--- config.mk ---
export PLATFORM = sky130hd
export DESIGN_NAME = prt_timer
export DESIGN_NICKNAME = d
export VERILOG_FILES = /design/src/common/prt_pkg.sv /design/src/design/prt_source_sel.sv /design/src/design/prt_stage.sv /design/src/design/prt_timer.sv
export SDC_FILE = /design/constraint.sdc
export NUM_CORES = 1
export LEC_CHECK = 0
export BUFFER_PORTS_ARGS = -buffer_cell sky130_fd_sc_hd__buf_2
export CAP_MARGIN = 20
export CELL_PAD_IN_SITES_DETAIL_PLACEMENT = 0
export CELL_PAD_IN_SITES_GLOBAL_PLACEMENT = 1
export CORE_MARGIN = 3
export CORE_UTILIZATION = 42
export CTS_CLUSTER_DIAMETER = 100
export DETAILED_ROUTE_END_ITERATION = 7
export PLACE_DENSITY_LB_ADDON = 0.1
export SLEW_MARGIN = 20
export SYNTH_ARGS = -nofsm -noshare
export SYNTH_HDL_FRONTEND = slang
export SYNTH_SLANG_ARGS = --single-unit
--- constraint.sdc ---
create_clock -name clk_sys -period 6.1 [get_ports clk_sys]
set_input_delay 1.525 -clock clk_sys [delete_from_list [all_inputs] [get_ports clk_sys]]
set_output_delay 1.525 -clock clk_sys [all_outputs]
set_load 0.01 [all_outputs]
--- src/common/prt_pkg.sv ---
// constants and types shared by the prescaled reload timer
`default_nettype none
package prt_pkg;
    localparam int unsigned PRT_WIDTH = 8;

    // register byte offsets
    localparam logic [7:0] PRT_OFS_CONTROL   = 8'h00;
    localparam logic [7:0] PRT_OFS_MODE      = 8'h04;
    localparam logic [7:0] PRT_OFS_PRESCALER = 8'h08;
    localparam logic [7:0] PRT_OFS_PRIMARY   = 8'h0C;

    // control register fields
    localparam int unsigned PRT_CTL_START_POS  = 0;
    localparam int unsigned PRT_CTL_STOP_POS   = 1;
    localparam int unsigned PRT_CTL_STATUS_POS = 2;

    // mode register fields
    localparam int unsigned PRT_MODE_WRC_POS = 0;
    localparam int unsigned PRT_MODE_SRC_POS = 4;
    localparam int unsigned PRT_MODE_SRC_W   = 2;

    // reset values
    localparam logic [7:0] PRT_RELOAD_RST = 8'hFF;
    localparam logic       PRT_WRC_RST    = 1'b0;
    localparam logic [1:0] PRT_SRC_RST    = 2'h0;

    // count source encodings
    typedef enum logic [1:0] {
        PRT_SRC_DIV1  = 2'h0,
        PRT_SRC_DIV2  = 2'h1,
        PRT_SRC_DIV8  = 2'h2,
        PRT_SRC_COMPANION = 2'h3
    } prt_src_t;

    // peripheral clock divider masks, one less than the divide ratio
    localparam logic [2:0] PRT_DIV2_MASK = 3'h1;
    localparam logic [2:0] PRT_DIV8_MASK = 3'h7;
endpackage
`default_nettype wire

--- src/design/prt_source_sel.sv ---
// count source selection: one-cycle tick from divided clock or companion underflow
`default_nettype none
module prt_source_sel (
    // clock and reset
    input  wire logic             clk_sys,
    input  wire logic             rst_n,
    // control
    input  wire logic             run,
    input  wire prt_pkg::prt_src_t sel,
    input  wire logic             companion_uf,
    // tick out
    output logic                  tick
);
    import prt_pkg::*;

    typedef struct packed {
        logic [2:0] div;
    } prt_src_state_t;

    prt_src_state_t st_reg;
    prt_src_state_t st_next;

    always_comb begin
        st_next = st_reg;
        // divider rests while stopped so the first tick comes a fixed time after start
        if (run) begin
            st_next.div = st_reg.div + 3'h1;
        end else begin
            st_next.div = 3'h0;
        end
    end

    always_ff @(posedge clk_sys or negedge rst_n) begin
        if (!rst_n) begin
            st_reg <= '0;
        end else begin
            st_reg <= st_next;
        end
    end

    always_comb begin
        case (sel)
            PRT_SRC_DIV1:      tick = run;
            PRT_SRC_DIV2:      tick = run && ((st_reg.div & PRT_DIV2_MASK) == PRT_DIV2_MASK);
            PRT_SRC_DIV8:      tick = run && ((st_reg.div & PRT_DIV8_MASK) == PRT_DIV8_MASK);
            PRT_SRC_COMPANION: tick = run && companion_uf;
            default:           tick = 1'b0;
        endcase
    end
endmodule
`default_nettype wire

--- src/design/prt_stage.sv ---
// one reload stage: reload register, down counter, pending counter load
`default_nettype none
module prt_stage #(
    parameter int unsigned W = 8
) (
    // clock and reset
    input  wire logic         clk_sys,
    input  wire logic         rst_n,
    // control
    input  wire logic         count,
    input  wire logic         force_init,
    input  wire logic [W-1:0] init_value,
    input  wire logic         wr,
    input  wire logic         wr_counter,
    input  wire logic [W-1:0] wr_data,
    // state
    output logic [W-1:0]      counter,
    output logic              underflow
);
    typedef struct packed {
        logic [W-1:0] reload;
        logic [W-1:0] cnt;
        logic         pend;
    } prt_stage_state_t;

    prt_stage_state_t st_reg;
    prt_stage_state_t st_next;

    always_comb begin
        st_next = st_reg;
        if (count) begin
            if (st_reg.pend) begin
                st_next.cnt  = st_reg.reload;
                st_next.pend = 1'b0;
            end else if (st_reg.cnt == '0) begin
                st_next.cnt = st_reg.reload;
            end else begin
                st_next.cnt = st_reg.cnt - 1'b1;
            end
        end
        // the counter waits for the next count pulse; the write never touches it directly
        if (wr) begin
            st_next.reload = wr_data;
            if (wr_counter) begin
                st_next.pend = 1'b1;
            end
        end
        if (force_init) begin
            st_next.reload = init_value;
            st_next.cnt    = init_value;
            st_next.pend   = 1'b0;
        end
    end

    always_ff @(posedge clk_sys or negedge rst_n) begin
        if (!rst_n) begin
            st_reg <= '{reload: '1, cnt: '1, pend: 1'b0};
        end else begin
            st_reg <= st_next;
        end
    end

    assign counter   = st_reg.cnt;
    assign underflow = count && !st_reg.pend && (st_reg.cnt == '0);
endmodule
`default_nettype wire

--- src/design/prt_timer.sv ---
// prescaled reload timer, timer mode, with apb register access
//
// The implementer's own choices: the APB register port and the placing of the registers.
`default_nettype none
module prt_timer #(
    parameter int unsigned W = prt_pkg::PRT_WIDTH
) (
    // clock and reset
    input  wire logic        clk_sys,
    input  wire logic        rst_n,
    // apb slave
    input  wire logic        psel,
    input  wire logic        penable,
    input  wire logic        pwrite,
    input  wire logic [7:0]  paddr,
    input  wire logic [31:0] pwdata,
    output logic [31:0]      prdata,
    output logic             pready,
    output logic             pslverr,
    // companion timer underflow, one-cycle pulse
    input  wire logic        companion_uf,
    // interrupt request, high for one cycle per timer underflow
    output logic             timer_irq
);
    import prt_pkg::*;

    typedef struct packed {
        logic       start;
        logic       wrc;
        prt_src_t   src;
        logic [31:0] rdata;
        logic       slverr;
        logic       irq;
    } prt_state_t;

    prt_state_t st_reg;
    prt_state_t st_next;

    logic         acc;
    logic         wr_acc;
    logic         rd_acc;
    logic         mapped;
    logic         src_tick;
    logic         pre_uf;
    logic         tmr_uf;
    logic         force_stop;
    logic         wr_pre;
    logic         wr_pri;
    logic         wr_both;
    logic [W-1:0] pre_cnt;
    logic [W-1:0] tmr_cnt;

    assign acc    = psel && penable;
    assign wr_acc = acc && pwrite;
    assign rd_acc = acc && !pwrite;
    assign mapped = (paddr == PRT_OFS_CONTROL) || (paddr == PRT_OFS_MODE)
                 || (paddr == PRT_OFS_PRESCALER) || (paddr == PRT_OFS_PRIMARY);

    assign force_stop = wr_acc && (paddr == PRT_OFS_CONTROL)
                     && pwdata[PRT_CTL_STOP_POS];
    assign wr_pre  = wr_acc && (paddr == PRT_OFS_PRESCALER);
    assign wr_pri  = wr_acc && (paddr == PRT_OFS_PRIMARY);
    // stopped, or counting with write control 0, reaches the counter too
    assign wr_both = !st_reg.start || !st_reg.wrc;

    prt_source_sel u_src (
        .clk_sys      (clk_sys),
        .rst_n        (rst_n),
        .run          (st_reg.start),
        .sel          (st_reg.src),
        .companion_uf (companion_uf),
        .tick         (src_tick)
    );

    prt_stage #(.W(W)) u_pre (
        .clk_sys    (clk_sys),
        .rst_n      (rst_n),
        .count      (src_tick),
        .force_init (force_stop),
        .init_value (PRT_RELOAD_RST),
        .wr         (wr_pre),
        .wr_counter (wr_both),
        .wr_data    (pwdata[W-1:0]),
        .counter    (pre_cnt),
        .underflow  (pre_uf)
    );

    // timer stage steps only on prescaler underflow, giving the product ratio
    prt_stage #(.W(W)) u_tmr (
        .clk_sys    (clk_sys),
        .rst_n      (rst_n),
        .count      (pre_uf),
        .force_init (force_stop),
        .init_value (PRT_RELOAD_RST),
        .wr         (wr_pri),
        .wr_counter (wr_both),
        .wr_data    (pwdata[W-1:0]),
        .counter    (tmr_cnt),
        .underflow  (tmr_uf)
    );

    always_comb begin
        st_next        = st_reg;
        st_next.irq    = tmr_uf;
        st_next.slverr = 1'b0;
        if (wr_acc) begin
            case (paddr)
                PRT_OFS_CONTROL: begin
                    st_next.start = pwdata[PRT_CTL_START_POS];
                end
                PRT_OFS_MODE: begin
                    // software keeps write control meaningful only in timer mode
                    st_next.wrc = pwdata[PRT_MODE_WRC_POS];
                    // source change is only safe while stopped
                    if (!st_reg.start) begin
                        st_next.src = prt_src_t'(pwdata[PRT_MODE_SRC_POS +: PRT_MODE_SRC_W]);
                    end
                end
                default: begin
                end
            endcase
            st_next.slverr = !mapped;
        end
        if (force_stop) begin
            st_next.start = 1'b0;
        end
        if (rd_acc) begin
            st_next.slverr = !mapped;
            case (paddr)
                PRT_OFS_CONTROL: begin
                    st_next.rdata = 32'h0;
                    st_next.rdata[PRT_CTL_START_POS]  = st_reg.start;
                    st_next.rdata[PRT_CTL_STATUS_POS] = st_reg.start;
                end
                PRT_OFS_MODE: begin
                    st_next.rdata = 32'h0;
                    st_next.rdata[PRT_MODE_WRC_POS] = st_reg.wrc;
                    st_next.rdata[PRT_MODE_SRC_POS +: PRT_MODE_SRC_W] = st_reg.src;
                end
                PRT_OFS_PRESCALER: st_next.rdata = {{(32-W){1'b0}}, pre_cnt};
                PRT_OFS_PRIMARY:   st_next.rdata = {{(32-W){1'b0}}, tmr_cnt};
                default:           st_next.rdata = 32'h0;
            endcase
        end
    end

    always_ff @(posedge clk_sys or negedge rst_n) begin
        if (!rst_n) begin
            st_reg <= '{start: 1'b0, wrc: PRT_WRC_RST, src: PRT_SRC_DIV1,
                        rdata: 32'h0, slverr: 1'b0, irq: 1'b0};
        end else begin
            st_reg <= st_next;
        end
    end

    // zero-wait slave: answer in the first access cycle; rdata is registered on
    // the setup-to-access edge would need lookahead, so read data is combinational
    // from counters captured at that same edge
    assign pready    = 1'b1;
    assign prdata    = rd_acc ? read_now(paddr) : st_reg.rdata;
    assign pslverr   = acc && !mapped;
    assign timer_irq = st_reg.irq;

    function automatic logic [31:0] read_now(input logic [7:0] a);
        logic [31:0] v;
        v = 32'h0;
        case (a)
            PRT_OFS_CONTROL: begin
                v[PRT_CTL_START_POS]  = st_reg.start;
                v[PRT_CTL_STATUS_POS] = st_reg.start;
            end
            PRT_OFS_MODE: begin
                v[PRT_MODE_WRC_POS] = st_reg.wrc;
                v[PRT_MODE_SRC_POS +: PRT_MODE_SRC_W] = st_reg.src;
            end
            PRT_OFS_PRESCALER: v[W-1:0] = pre_cnt;
            PRT_OFS_PRIMARY:   v[W-1:0] = tmr_cnt;
            default:           v = 32'h0;
        endcase
        return v;
    endfunction
endmodule
`default_nettype wire

==> metrics.cfg, run 1 <==
[run_status]
status = completed

[sta]
slew_headroom_pct = 39.76
hold_violations = 0
finalCriticalPeriod_ns = 4.567
tightest_slew_ns = 0.8968
max_freq_mhz = 219.0
setup_viol = 0
finClkSkew_ns = 0.005662
rsz0062_at_grt = false
tns_ns = 0
holdWs_ns = 0.4729
slew_viol_final = 0
fin_crit_sh_pct = 74.86

[synth]
synth_seq_cells = 50
synthArstFlopShare_pct = 100.0
yosys_warnings = 0
synth_ff_type = dfstp_2
syn_inst = 334
synth_cell_types = 51
yosysSeqAreaShare_pct = 43.25
synth_edf_count = 0
synth.avg_cell_area_um2 = 8.938
syn_area_um2 = 2985

[floorplanning]
pin_count = 81
rows = 30
start_util_pct = 43.70
core_area_um2 = 6832
die-area_um2 = 8156
dieWidth_um = 90.31
die_y_um = 90.31

[cts]
clockRootBuffer = clkbuf_8
path_clk_slew_ns = 0.09
numClockSinks = 50
cts_tree = built
htreeDepth = 2
post_cts_buffers = 0
post_cts_resized = 0
cts_buffer_depth = 2
insertion_delay_ns = 0.31
cts_buffers = 5
hold_buffers = 0

[global_route]
grt.overflow.total = 0
antenna_found_initial = 0
grt_max_degree = 51
grt_pass1_vias = 2218
grt_pass1_wl_um = 11610
grt_usage_pct = 17.78

[place]
dp_hpwl_um = 5161
gp_congestion = 0.8260
port_buffers = 31

[worst_setup_path]
startpoint_type = input port
cp_max_fo = 8
slowest_delay_ns = 0.54
worstPathRequired_ns = 4.58
path_cells = buf_2 -> nor4_1 -> and2_1 -> nand3_1 -> o21ai_0 -> buf_2
worstPathArrival_ns = 3.04
endpoint_kind = primary output
crit_top_cell = buf_2
critical_path_class = input port to primary output
slowest_stage = nor4_1

[detailed_routing]
drtAntennaViolNets = 0
wire_per_inst_um = 15.89
wirelength_um = 7230
drt_pass1_iterations = 4
drcViolationCount = 0
drt_iter0_drc = 119
viasPerCell = 5.242
vias = 2385

[final_layout]
diodes = 0
nets = 408
final_core_util_pct = 47.23
largest_register_ffs = 12
syn_to_final_growth_pct = 8.089
layout-drive-gt1-share_pct = 24.79

[power_and_ir_drop]
p_leak_uw = 0.001527
power_frac_seq_pct = 50.9
switching_share_pct = 35.77
clockPowerShare_pct = 19.8
powerDensity_nw_per_um2 = 322.3
internal_power_uw = 668.1
max-vdd-ir-drop_uv = 131.5
power_frac_comb_pct = 29.4
p_sw_uw = 372.0

[run]
drv_cap = 0

[hold_path]
hold_path.class = register to register

-- logic make-up after synthesis --
| group | share of synthesized area, % |
|---|---|
| AOI/OAI and AO/OA | 15.72 |
| muxes | 6.832 |
| DFF | 43.25 |
| adders and majority gates | 1.677 |
| buffers and inverters | 9.304 |
| and+or+nand+nor | 22.97 |
| other | 0.2516 |
-- synthesized netlist by cell type (3+ instances only) --
cell | number | area share [%]
ha_1 | 4 | 1.7
nand3b_1 | 4 | 1.0
or2_2 | 4 | 0.84
nand2b_1 | 4 | 0.84
dfstp_2 | 32 | 28
inv_1 | 9 | 1.1
buf_4 | 25 | 6.3
and2_1 | 3 | 0.63
a21oi_1 | 16 | 2.7
nand3_1 | 22 | 3.7
clkbuf_1 | 15 | 1.9
nand2_1 | 43 | 5.4
nor2_1 | 24 | 3.0
o21a_1 | 3 | 0.75
dfrtp_1 | 18 | 15
and3_1 | 3 | 0.63
nor3_1 | 12 | 2.0
o21ai_0 | 32 | 5.4
mux2i_1 | 11 | 3.7
mux2_2 | 6 | 2.3
-- cells in the final DEF, fill, tap and decap left out, types with 2 or more instances in the layout --
master	instances
conb_1	25
nor4_1	2
nand2b_1	4
a21oi_1	16
a31oi_1	2
nand4_1	2
nand2_1	43
buf_2	31
ha_1	4
nor2_1	24
nor2b_1	2
o22a_1	2
o32ai_1	2
o21ai_0	32
clkbuf_8	6
a22oi_1	2
dfrtp_1	18
and3_1	3
o32a_1	2
o211ai_1	2
o21a_1	3
or4_4	2
nor3_1	12
buf_4	2
nand3_1	22
inv_1	9
or2_2	4
mux2_2	6
and2_1	3
dfstp_2	32
nand3b_1	4
or3_1	2
nor3b_1	2
mux2i_1	11
-- metrics by stage --
stage / power [uW] / area, um2 / instances / setup WS (ns)
final: 1040 / 3227 / 455 / 1.533
after floorplan: 754.4 / 3072 / 357 / 1.909
after global routing: 1116 / 3227 / 455 / 1.432
after detailed placement: 837.4 / 3118 / 446 / 1.564
after global placement: 832.3 / 3118 / 446 / 1.620
after CTS: 1045 / 3212 / 454 / 1.566
-- worst max-delay path, delay by kind of cell --
family                 cells  cell delay, ns
and+or+nand+nor            3            1.02
AOI/OAI and AO/OA          1            0.24
buffers and inverters      2            0.26
-- power groups by stage --
stage	registers [uW]	logic [uW]	clock network, uW
detailed placement	532	305	0
global route	540	352	224
CTS	527	306	212
floorplan	496	258	0
finish	529	305	205
global placement	532	301	0
-- layout make-up --
type,instances,area (um2)
Clock buffer,6,82.58
Fill cell,700,3605
Sequential cell,50,1291
Clock inverter,2,11.26
Inverter,9,33.78
Multi-Input combinational cell,258,1503
Tap cell,96,120.1
Timing Repair Buffer,34,185.2
-- path summary, 6_finish.rpt --
| check | start | endpoint | slack, ns | depth (start not counted) |
|---|---|---|---|---|
| max | paddr[1] | prdata[6] | 1.53 | 6 |
| min reg2reg | st_reg[8]$_DFFE_PN0P_ | st_reg[8]$_DFFE_PN0P_ | 0.47 | 2 |
| min | st_reg[8]$_DFFE_PN0P_ | st_reg[8]$_DFFE_PN0P_ | 0.47 | 2 |
| min in group asynchronous | rst_n | st_reg[6]$_DFFE_PN0P_ | 1.32 | 2 |
| max reg2reg | u_tmr.counter[0]$_DFFE_PN1P_ | u_tmr.counter[3]$_DFFE_PN1P_ | 3.72 | 7 |
| max in group asynchronous | rst_n | timer_irq$_DFF_PN0_ | 4.36 | 2 |
-- metal layers --
metal / vias to the layer above / track usage (%) / wire length, um / part of all wire (%)
met5: - / 0 / 0 / 0
li1: 1178 / - / - / -
met2: 57 / 27.44 / 3259 / 45
met3: 6 / 3.833 / 324 / 4.5
met1: 1144 / 25.62 / 3573 / 49
met4: 0 / 4.209 / 72 / 1.0
Note: power is estimated with default switching activity, not from simulation.
==> run 2, diff against run 1 <==
Settings changed: ABC_AREA set to 1, CORE_UTILIZATION 42 to 34.
Clock period 6.1 ns to 3.8 ns, I/O delays scaled along.
==> metrics.cfg, run 2 <==
[sta]
tns_ns = 0  ; unchanged
slew_headroom_pct = 52.55  ; +13 points
finClkSkew_ns = 0.01111  ; +0.005444 ns
setup_viol = 0  ; unchanged
rsz0062_at_grt = false
slew_viol_final = 0  ; unchanged
hold_violations = 0  ; unchanged
tightest_slew_ns = 0.7092  ; -0.1876 ns
fin_crit_sh_pct = 86.10
max_freq_mhz = 305.6
finalCriticalPeriod_ns = 3.272

[final_layout]
final_core_util_pct = 38.19  ; -9.0 points
nets = 494  ; +21%
multi_input_area_um2 = 1461  ; -2.7%
largest_register_ffs = 12  ; unchanged
syn_to_final_growth_pct = 8.740
layout.cells.most_common = nand2_1
diodes = 0  ; unchanged
nFillCells = 945  ; +35%
stdcell_count = 553  ; +22%
layout_common_cells = nand2_1, nor2_1, inv_1
layout-drive-gt1-share_pct = 20.67  ; -4.1 points
design_area_um2 = 3347  ; +3.7%
seqCellArea_um2 = 1291  ; unchanged

[worst_setup_path]
rr_endpoint = u_tmr.counter[3]$_DFFE_PN1P_
r2r_cells = 8  ; +1
endpoint_kind = primary output
critical_path_class = input port to primary output
path_depth = 9  ; +3
startpoint_type = input port
worstPathArrival_ns = 2.32  ; -0.72 ns
cp_max_fo = 12  ; +4
slowest_stage = inv_2
timing.rr.start = u_tmr.counter[0]$_DFFE_PN1P_
slowest_delay_ns = 0.25  ; -0.29 ns
reg2reg_slack_ns = 1.75  ; -1.97 ns
path_cells = buf_2 -> nor2_1 -> nand3_1 -> inv_2 -> nand2_2 -> o21ai_0 -> o21ai_0 -> nand2_1 -> buf_2
worstPathRequired_ns = 2.85  ; -1.73 ns
critPathTopFamily = simple AND/OR/NAND/NOR gates
crit_buf_inv = 3  ; +1

[floorplanning]
pin_count = 81  ; unchanged
die-area_um2 = 10230  ; +25%
core_area_um2 = 8763  ; +28%
die_y_um = 101.1  ; +12%
rows = 34  ; +13%
dieWidth_um = 101.1  ; +12%
start_util_pct = 35.12  ; -8.6 points

[synth]
synthArstFlopShare_pct = 100.0  ; unchanged
yosysTopAreaCellShare_pct = 27.32  ; -0.85 points
synth_seq_cells = 50  ; unchanged
yosys_warnings = 0  ; unchanged
synthMuxAreaShare_pct = 0  ; -6.8 points
synth.top_cells.by_count = nand2_1, nor2_1, inv_1, nand3_1, dfstp_2
synth.avg_cell_area_um2 = 7.471  ; -16%
ys_top_cells_by_area = dfstp_2, dfrtp_1, nand2_1
synth_edf_count = 0  ; unchanged
synth_xor_area_share_pct = 1.423  ; +1.4 points
yosysTopAreaCell = dfstp_2
syn_inst = 412  ; +23%
syn_area_um2 = 3078  ; +3.1%
synth_compound_area_share_pct = 9.878  ; -5.8 points
synthSimpleGateAreaFrac_pct = 31.50  ; +8.5 points
synth_ff_type = dfstp_2
synth_top_family_by_area = simple AND/OR/NAND/NOR gates
synth_cell_types = 30  ; -41%
synthMostInstantiatedCell = nand2_1
yosysSeqAreaShare_pct = 41.95  ; -1.3 points
synthAdderAreaFrac_pct = 1.626  ; -0.050 points

[global_route]
grt_pass1_vias = 2509  ; +13%
grt.overflow.total = 0  ; unchanged
grt_max_degree = 44  ; -14%
grt_usage_pct = 16.11  ; -1.7 points
grt_pass1_wl_um = 12980  ; +12%
antenna_found_initial = 0  ; unchanged

[power_and_ir_drop]
max-vdd-ir-drop_uv = 283.5  ; +120%
powerDensity_nw_per_um2 = 493.5  ; +53%
p_leak_uw = 0.001769  ; +16%

[hold_path]
holdPathEnd = st_reg[8]$_DFFE_PN0P_
hold_depth = 2  ; unchanged
hold_path.class = register to register
hp-start = st_reg[8]$_DFFE_PN0P_

[cts]
path_clk_slew_ns = 0.10  ; about the same
numClockSinks = 50  ; unchanged
insertion_delay_ns = 0.31  ; about the same
cts_tree = built
post_cts_buffers = 0  ; unchanged
post_cts_resized = 0  ; unchanged
cts_buffer_depth = 2  ; unchanged
clockRootBuffer = clkbuf_8
htreeDepth = 2  ; unchanged
cts_buffers = 5  ; unchanged
hold_buffers = 0  ; unchanged

[place]
gp_congestion = 0.8253  ; about the same
port_buffers = 31  ; unchanged
dp_hpwl_um = 5742  ; +11%
postPlaceCellArea_um2 = 3246  ; +4.1%
place_inst = 545  ; +22%

[detailed_routing]
wire_per_inst_um = 13.87  ; -13%
wirelength_um = 7670  ; +6.1%
drtAntennaViolNets = 0  ; unchanged
vias = 2557  ; +7.2%
drcViolationCount = 0  ; unchanged
drt_iter0_drc = 85  ; -29%
viasPerCell = 4.624  ; -12%
drt_pass1_iterations = 4  ; unchanged

[run]
drv_cap = 0  ; unchanged

[run_status]
status = completed

[run 2: layout make-up]
class | instances | share of cell area [%]
clock buffer | 6 | 2.467
multi-input combinational | 304 | 43.66
tap | 108 | 4.037
clock inverter | 2 | 0.4860
inverter | 50 | 5.607
sequential | 50 | 38.58
timing repair buffer | 33 | 5.159
[run 2: worst max-delay path by stage]
| stage | slack, ns | startpoint | endpoint |
|---|---|---|---|
| final | 0.53 | paddr[7] | prdata[5] |
| after global routing | 0.38 | paddr[7] | prdata[5] |
| after CTS | 0.54 | paddr[7] | prdata[5] |
| after detailed placement | 0.55 | paddr[7] | prdata[5] |
| after global placement | 0.56 | paddr[7] | prdata[5] |
| after floorplan | 1.01 | paddr[7] | prdata[4] |
[run 2: power breakdown]
part	total [uW]	switching, uW	leakage [uW]	internal, uW
clock network	347	197	0.0000478	151
logic	494	307	0.00115	187
registers	810	104	0.000571	707
total	1650	607	0.00177	1040
[run 2: tightest hold or removal path: cells and delay by family (launching register included)]
kind | cells | cell delay [ns]
flops | 1 | 0.34
simple gates | 2 | 0.12
[run 2: cells by family after synthesis]
group	count (synthesis)
other cells	2
buf+inv	81
fa+ha+maj	4
xor+xnor	5
compound gates	53
flops	50
simple gates	217
[run 2: routing by layer]
layer | global-route usage, % | wire length [um]
met1 | 23.24 | 3807
met2 | 25.10 | 3505
met3 | 2.755 | 276
met4 | 4.090 | 80
met5 | 0 | 0
[run 2: stage by stage]
| stage | hold WS [ns] | power (uW) | setup slack, ns |
|---|---|---|---|
| 6_report | 0.4824 | 1652 | 0.5280 |
| 4_1_cts | 0.4884 | 1669 | 0.5393 |
| 3_5_place_dp | 0.4616 | 1313 | 0.5452 |
| 3_3_place_gp | 0.4565 | 1303 | 0.5618 |
| 2_1_floorplan | 0.4216 | 1181 | 1.015 |
| 5_1_grt | 0.5056 | 1786 | 0.3802 |
==> run 3, diff against run 2 <==
--- a/config.mk
+++ b/config.mk
@@ -7,4 +7,5 @@
 export LEC_CHECK = 0
 export ABC_AREA = 1
+export ABC_CLOCK_PERIOD_IN_PS = 3800
 export BUFFER_PORTS_ARGS = -buffer_cell sky130_fd_sc_hd__buf_2
 export CAP_MARGIN = 20
==> constraint.sdc (replaced) <==
create_clock -name clk_sys -period 3.8 [get_ports clk_sys]
set_input_delay 0 -clock clk_sys [delete_from_list [all_inputs] [get_ports clk_sys]]
set_output_delay 0 -clock clk_sys [all_outputs]
set_load 0.01 [all_outputs]
==> metrics.cfg, run 3 (synthesis results as in run 2) <==
[final_layout]
syn_to_final_growth_pct = 10.37
layout.cells.most_common = nand2_1
largest_register_ffs = 12  ; unchanged
design_area_um2 = 3397  ; +1.5%
nets = 499  ; +1.0%
diodes = 0  ; unchanged
final_core_util_pct = 38.76  ; +0.57 points
layout_common_cells = nand2_1, nor2_1, inv_1
multi_input_area_um2 = 1461  ; unchanged
layout-drive-gt1-share_pct = 20.00  ; -0.67 points
nFillCells = 941  ; -0.42%
seqCellArea_um2 = 1291  ; unchanged

[sta]
tns_ns = 0  ; unchanged
finalCriticalPeriod_ns = 2.049  ; -1.223 ns
tightest_slew_ns = 0.6945  ; -0.01468 ns
rsz0062_at_grt = false
setup_viol = 0  ; unchanged
slew_headroom_pct = 53.53  ; +0.98 points
slew_viol_final = 0  ; unchanged
fin_crit_sh_pct = 53.92  ; -32 points
hold_violations = 0  ; unchanged
max_freq_mhz = 488.0  ; +60%
finClkSkew_ns = 0.005174  ; -0.005932 ns

[cts]
insertion_delay_ns = 0.30  ; about the same
cts_buffers = 5  ; unchanged
cts_tree = built
path_clk_slew_ns = 0.09  ; about the same
numClockSinks = 50  ; unchanged
clockRootBuffer = clkbuf_8
htreeDepth = 2  ; unchanged
cts_buffer_depth = 2  ; unchanged

[worst_setup_path]
reg2reg_slack_ns = 1.75  ; about the same
endpoint_kind = register
r2r_cells = 8  ; unchanged
rr_endpoint = u_tmr.counter[3]$_DFFE_PN1P_
critical_path_class = register to register
startpoint = u_tmr.counter[0]$_DFFE_PN1P_
startpoint_type = register
worstPathRequired_ns = 4.03  ; +1.18 ns
cp_max_fo = 11  ; -1
endpoint = u_tmr.counter[3]$_DFFE_PN1P_
worstPathArrival_ns = 2.28  ; -0.04 ns
timing.rr.start = u_tmr.counter[0]$_DFFE_PN1P_

[power_and_ir_drop]
power_frac_comb_pct = 29.8  ; about the same
switching_share_pct = 35.34  ; -1.4 points
p_sw_uw = 582.8  ; -4.0%
max-vdd-ir-drop_uv = 284.3  ; +0.30%
powerDensity_nw_per_um2 = 485.5  ; -1.6%
p_leak_uw = 0.001791  ; +1.3%
power_frac_seq_pct = 49.0  ; about the same
internal_power_uw = 1067  ; +2.1%
clockPowerShare_pct = 21.2  ; +0.2 points

[floorplanning]
die-area_um2 = 10230  ; unchanged
pin_count = 81  ; unchanged
core_area_um2 = 8763  ; unchanged
rows = 34  ; unchanged
die_y_um = 101.1  ; unchanged
dieWidth_um = 101.1  ; unchanged
start_util_pct = 35.12  ; unchanged

[detailed_routing]
drt_pass1_iterations = 4  ; unchanged
drcViolationCount = 0  ; unchanged
viasPerCell = 4.606  ; -0.39%
drt_iter0_drc = 120  ; +41%
wire_per_inst_um = 13.54  ; -2.4%
wirelength_um = 7555  ; -1.5%
vias = 2570  ; +0.51%
drtAntennaViolNets = 0  ; unchanged

[global_route]
grt.overflow.total = 0  ; unchanged
grt_pass1_wl_um = 12460  ; -4.0%
grt_usage_pct = 15.44  ; -0.66 points
grt_pass1_vias = 2431  ; -3.1%
grt_max_degree = 32  ; -27%
antenna_found_initial = 0  ; unchanged

[place]
gp_congestion = 0.8329  ; +0.92%
postPlaceCellArea_um2 = 3246  ; unchanged
dp_hpwl_um = 5661  ; -1.4%
port_buffers = 31  ; unchanged

[run]
drv_cap = 0  ; unchanged

[run_status]
status = completed

[hold_path]
hold_path.class = input port to register

[run 3: final cells by class]
type | count | area share (%)
Timing Repair Buffer | 38 | 6.482
Sequential cell | 50 | 38.01
Clock buffer | 8 | 2.983
Inverter | 50 | 5.525
Tap cell | 108 | 3.978
Multi-Input combinational cell | 304 | 43.02
[run 3: worst min-delay path by stage]
| stage | from | to | cells past startpoint |
|---|---|---|---|
| CTS | pwdata[6] | u_pre.st_reg[15]$_DFFE_PN1P_ | 5 |
| detailed placement | rst_n | st_reg[6]$_DFFE_PN0P_ | 1 |
| floorplan | rst_n | st_reg[2]$_DFFE_PN0P_ | 0 |
| global route | pwdata[6] | u_pre.st_reg[15]$_DFFE_PN1P_ | 5 |
| finish | pwdata[3] | u_pre.st_reg[12]$_DFFE_PN1P_ | 5 |
| global placement | rst_n | st_reg[6]$_DFFE_PN0P_ | 1 |
[run 3: critical path: stages, from the launching register on]
cell,delay [ns]
dfstp_2,0.56
inv_1,0.07
ha_1,0.23
nand3_1,0.14
nor2_1,0.06
nor2_1,0.53
o21ai_0,0.19
o211ai_1,0.13
nand2_1,0.07
[run 3: layer usage]
| metal | share of wire [%] | global-route usage, % | routed length (um) |
|---|---|---|---|
| met5 | 0 | 0 | 0 |
| met4 | 0.56 | 2.761 | 42 |
| met3 | 4.9 | 2.410 | 371 |
| met2 | 44 | 24.45 | 3361 |
| met1 | 50 | 22.59 | 3780 |
[run 3: repair_timing]
action / 4_1_cts / 5_1_grt
hold buffers: 5 / 0
resized for setup: 0 / 0
buffers inserted: 0 / 0
endpoints found under the hold margin: 16 / 0
[run 3: per-stage QoR]
| step | total power (uW) | hold WS, ns | std cells | setup slack (ns) |
|---|---|---|---|---|
| floorplan | 1181 | -0.2956 | 435 | 2.227 |
| global placement | 1300 | 0.01416 | 545 | 1.780 |
| detailed placement | 1304 | 0.005015 | 545 | 1.813 |
| CTS | 1671 | 0.001750 | 558 | 1.789 |
| global route | 1784 | 0.02116 | 558 | 1.620 |
| finish | 1649 | 0.007877 | 558 | 1.751 |
[run 3: power groups by stage]
stage	logic, uW	registers (uW)	clock network (uW)
6_report	492	808	350
5_1_grt	572	827	385
4_1_cts	493	809	369
3_5_place_dp	487	817	0
3_3_place_gp	484	816	0
2_1_floorplan	401	780	0
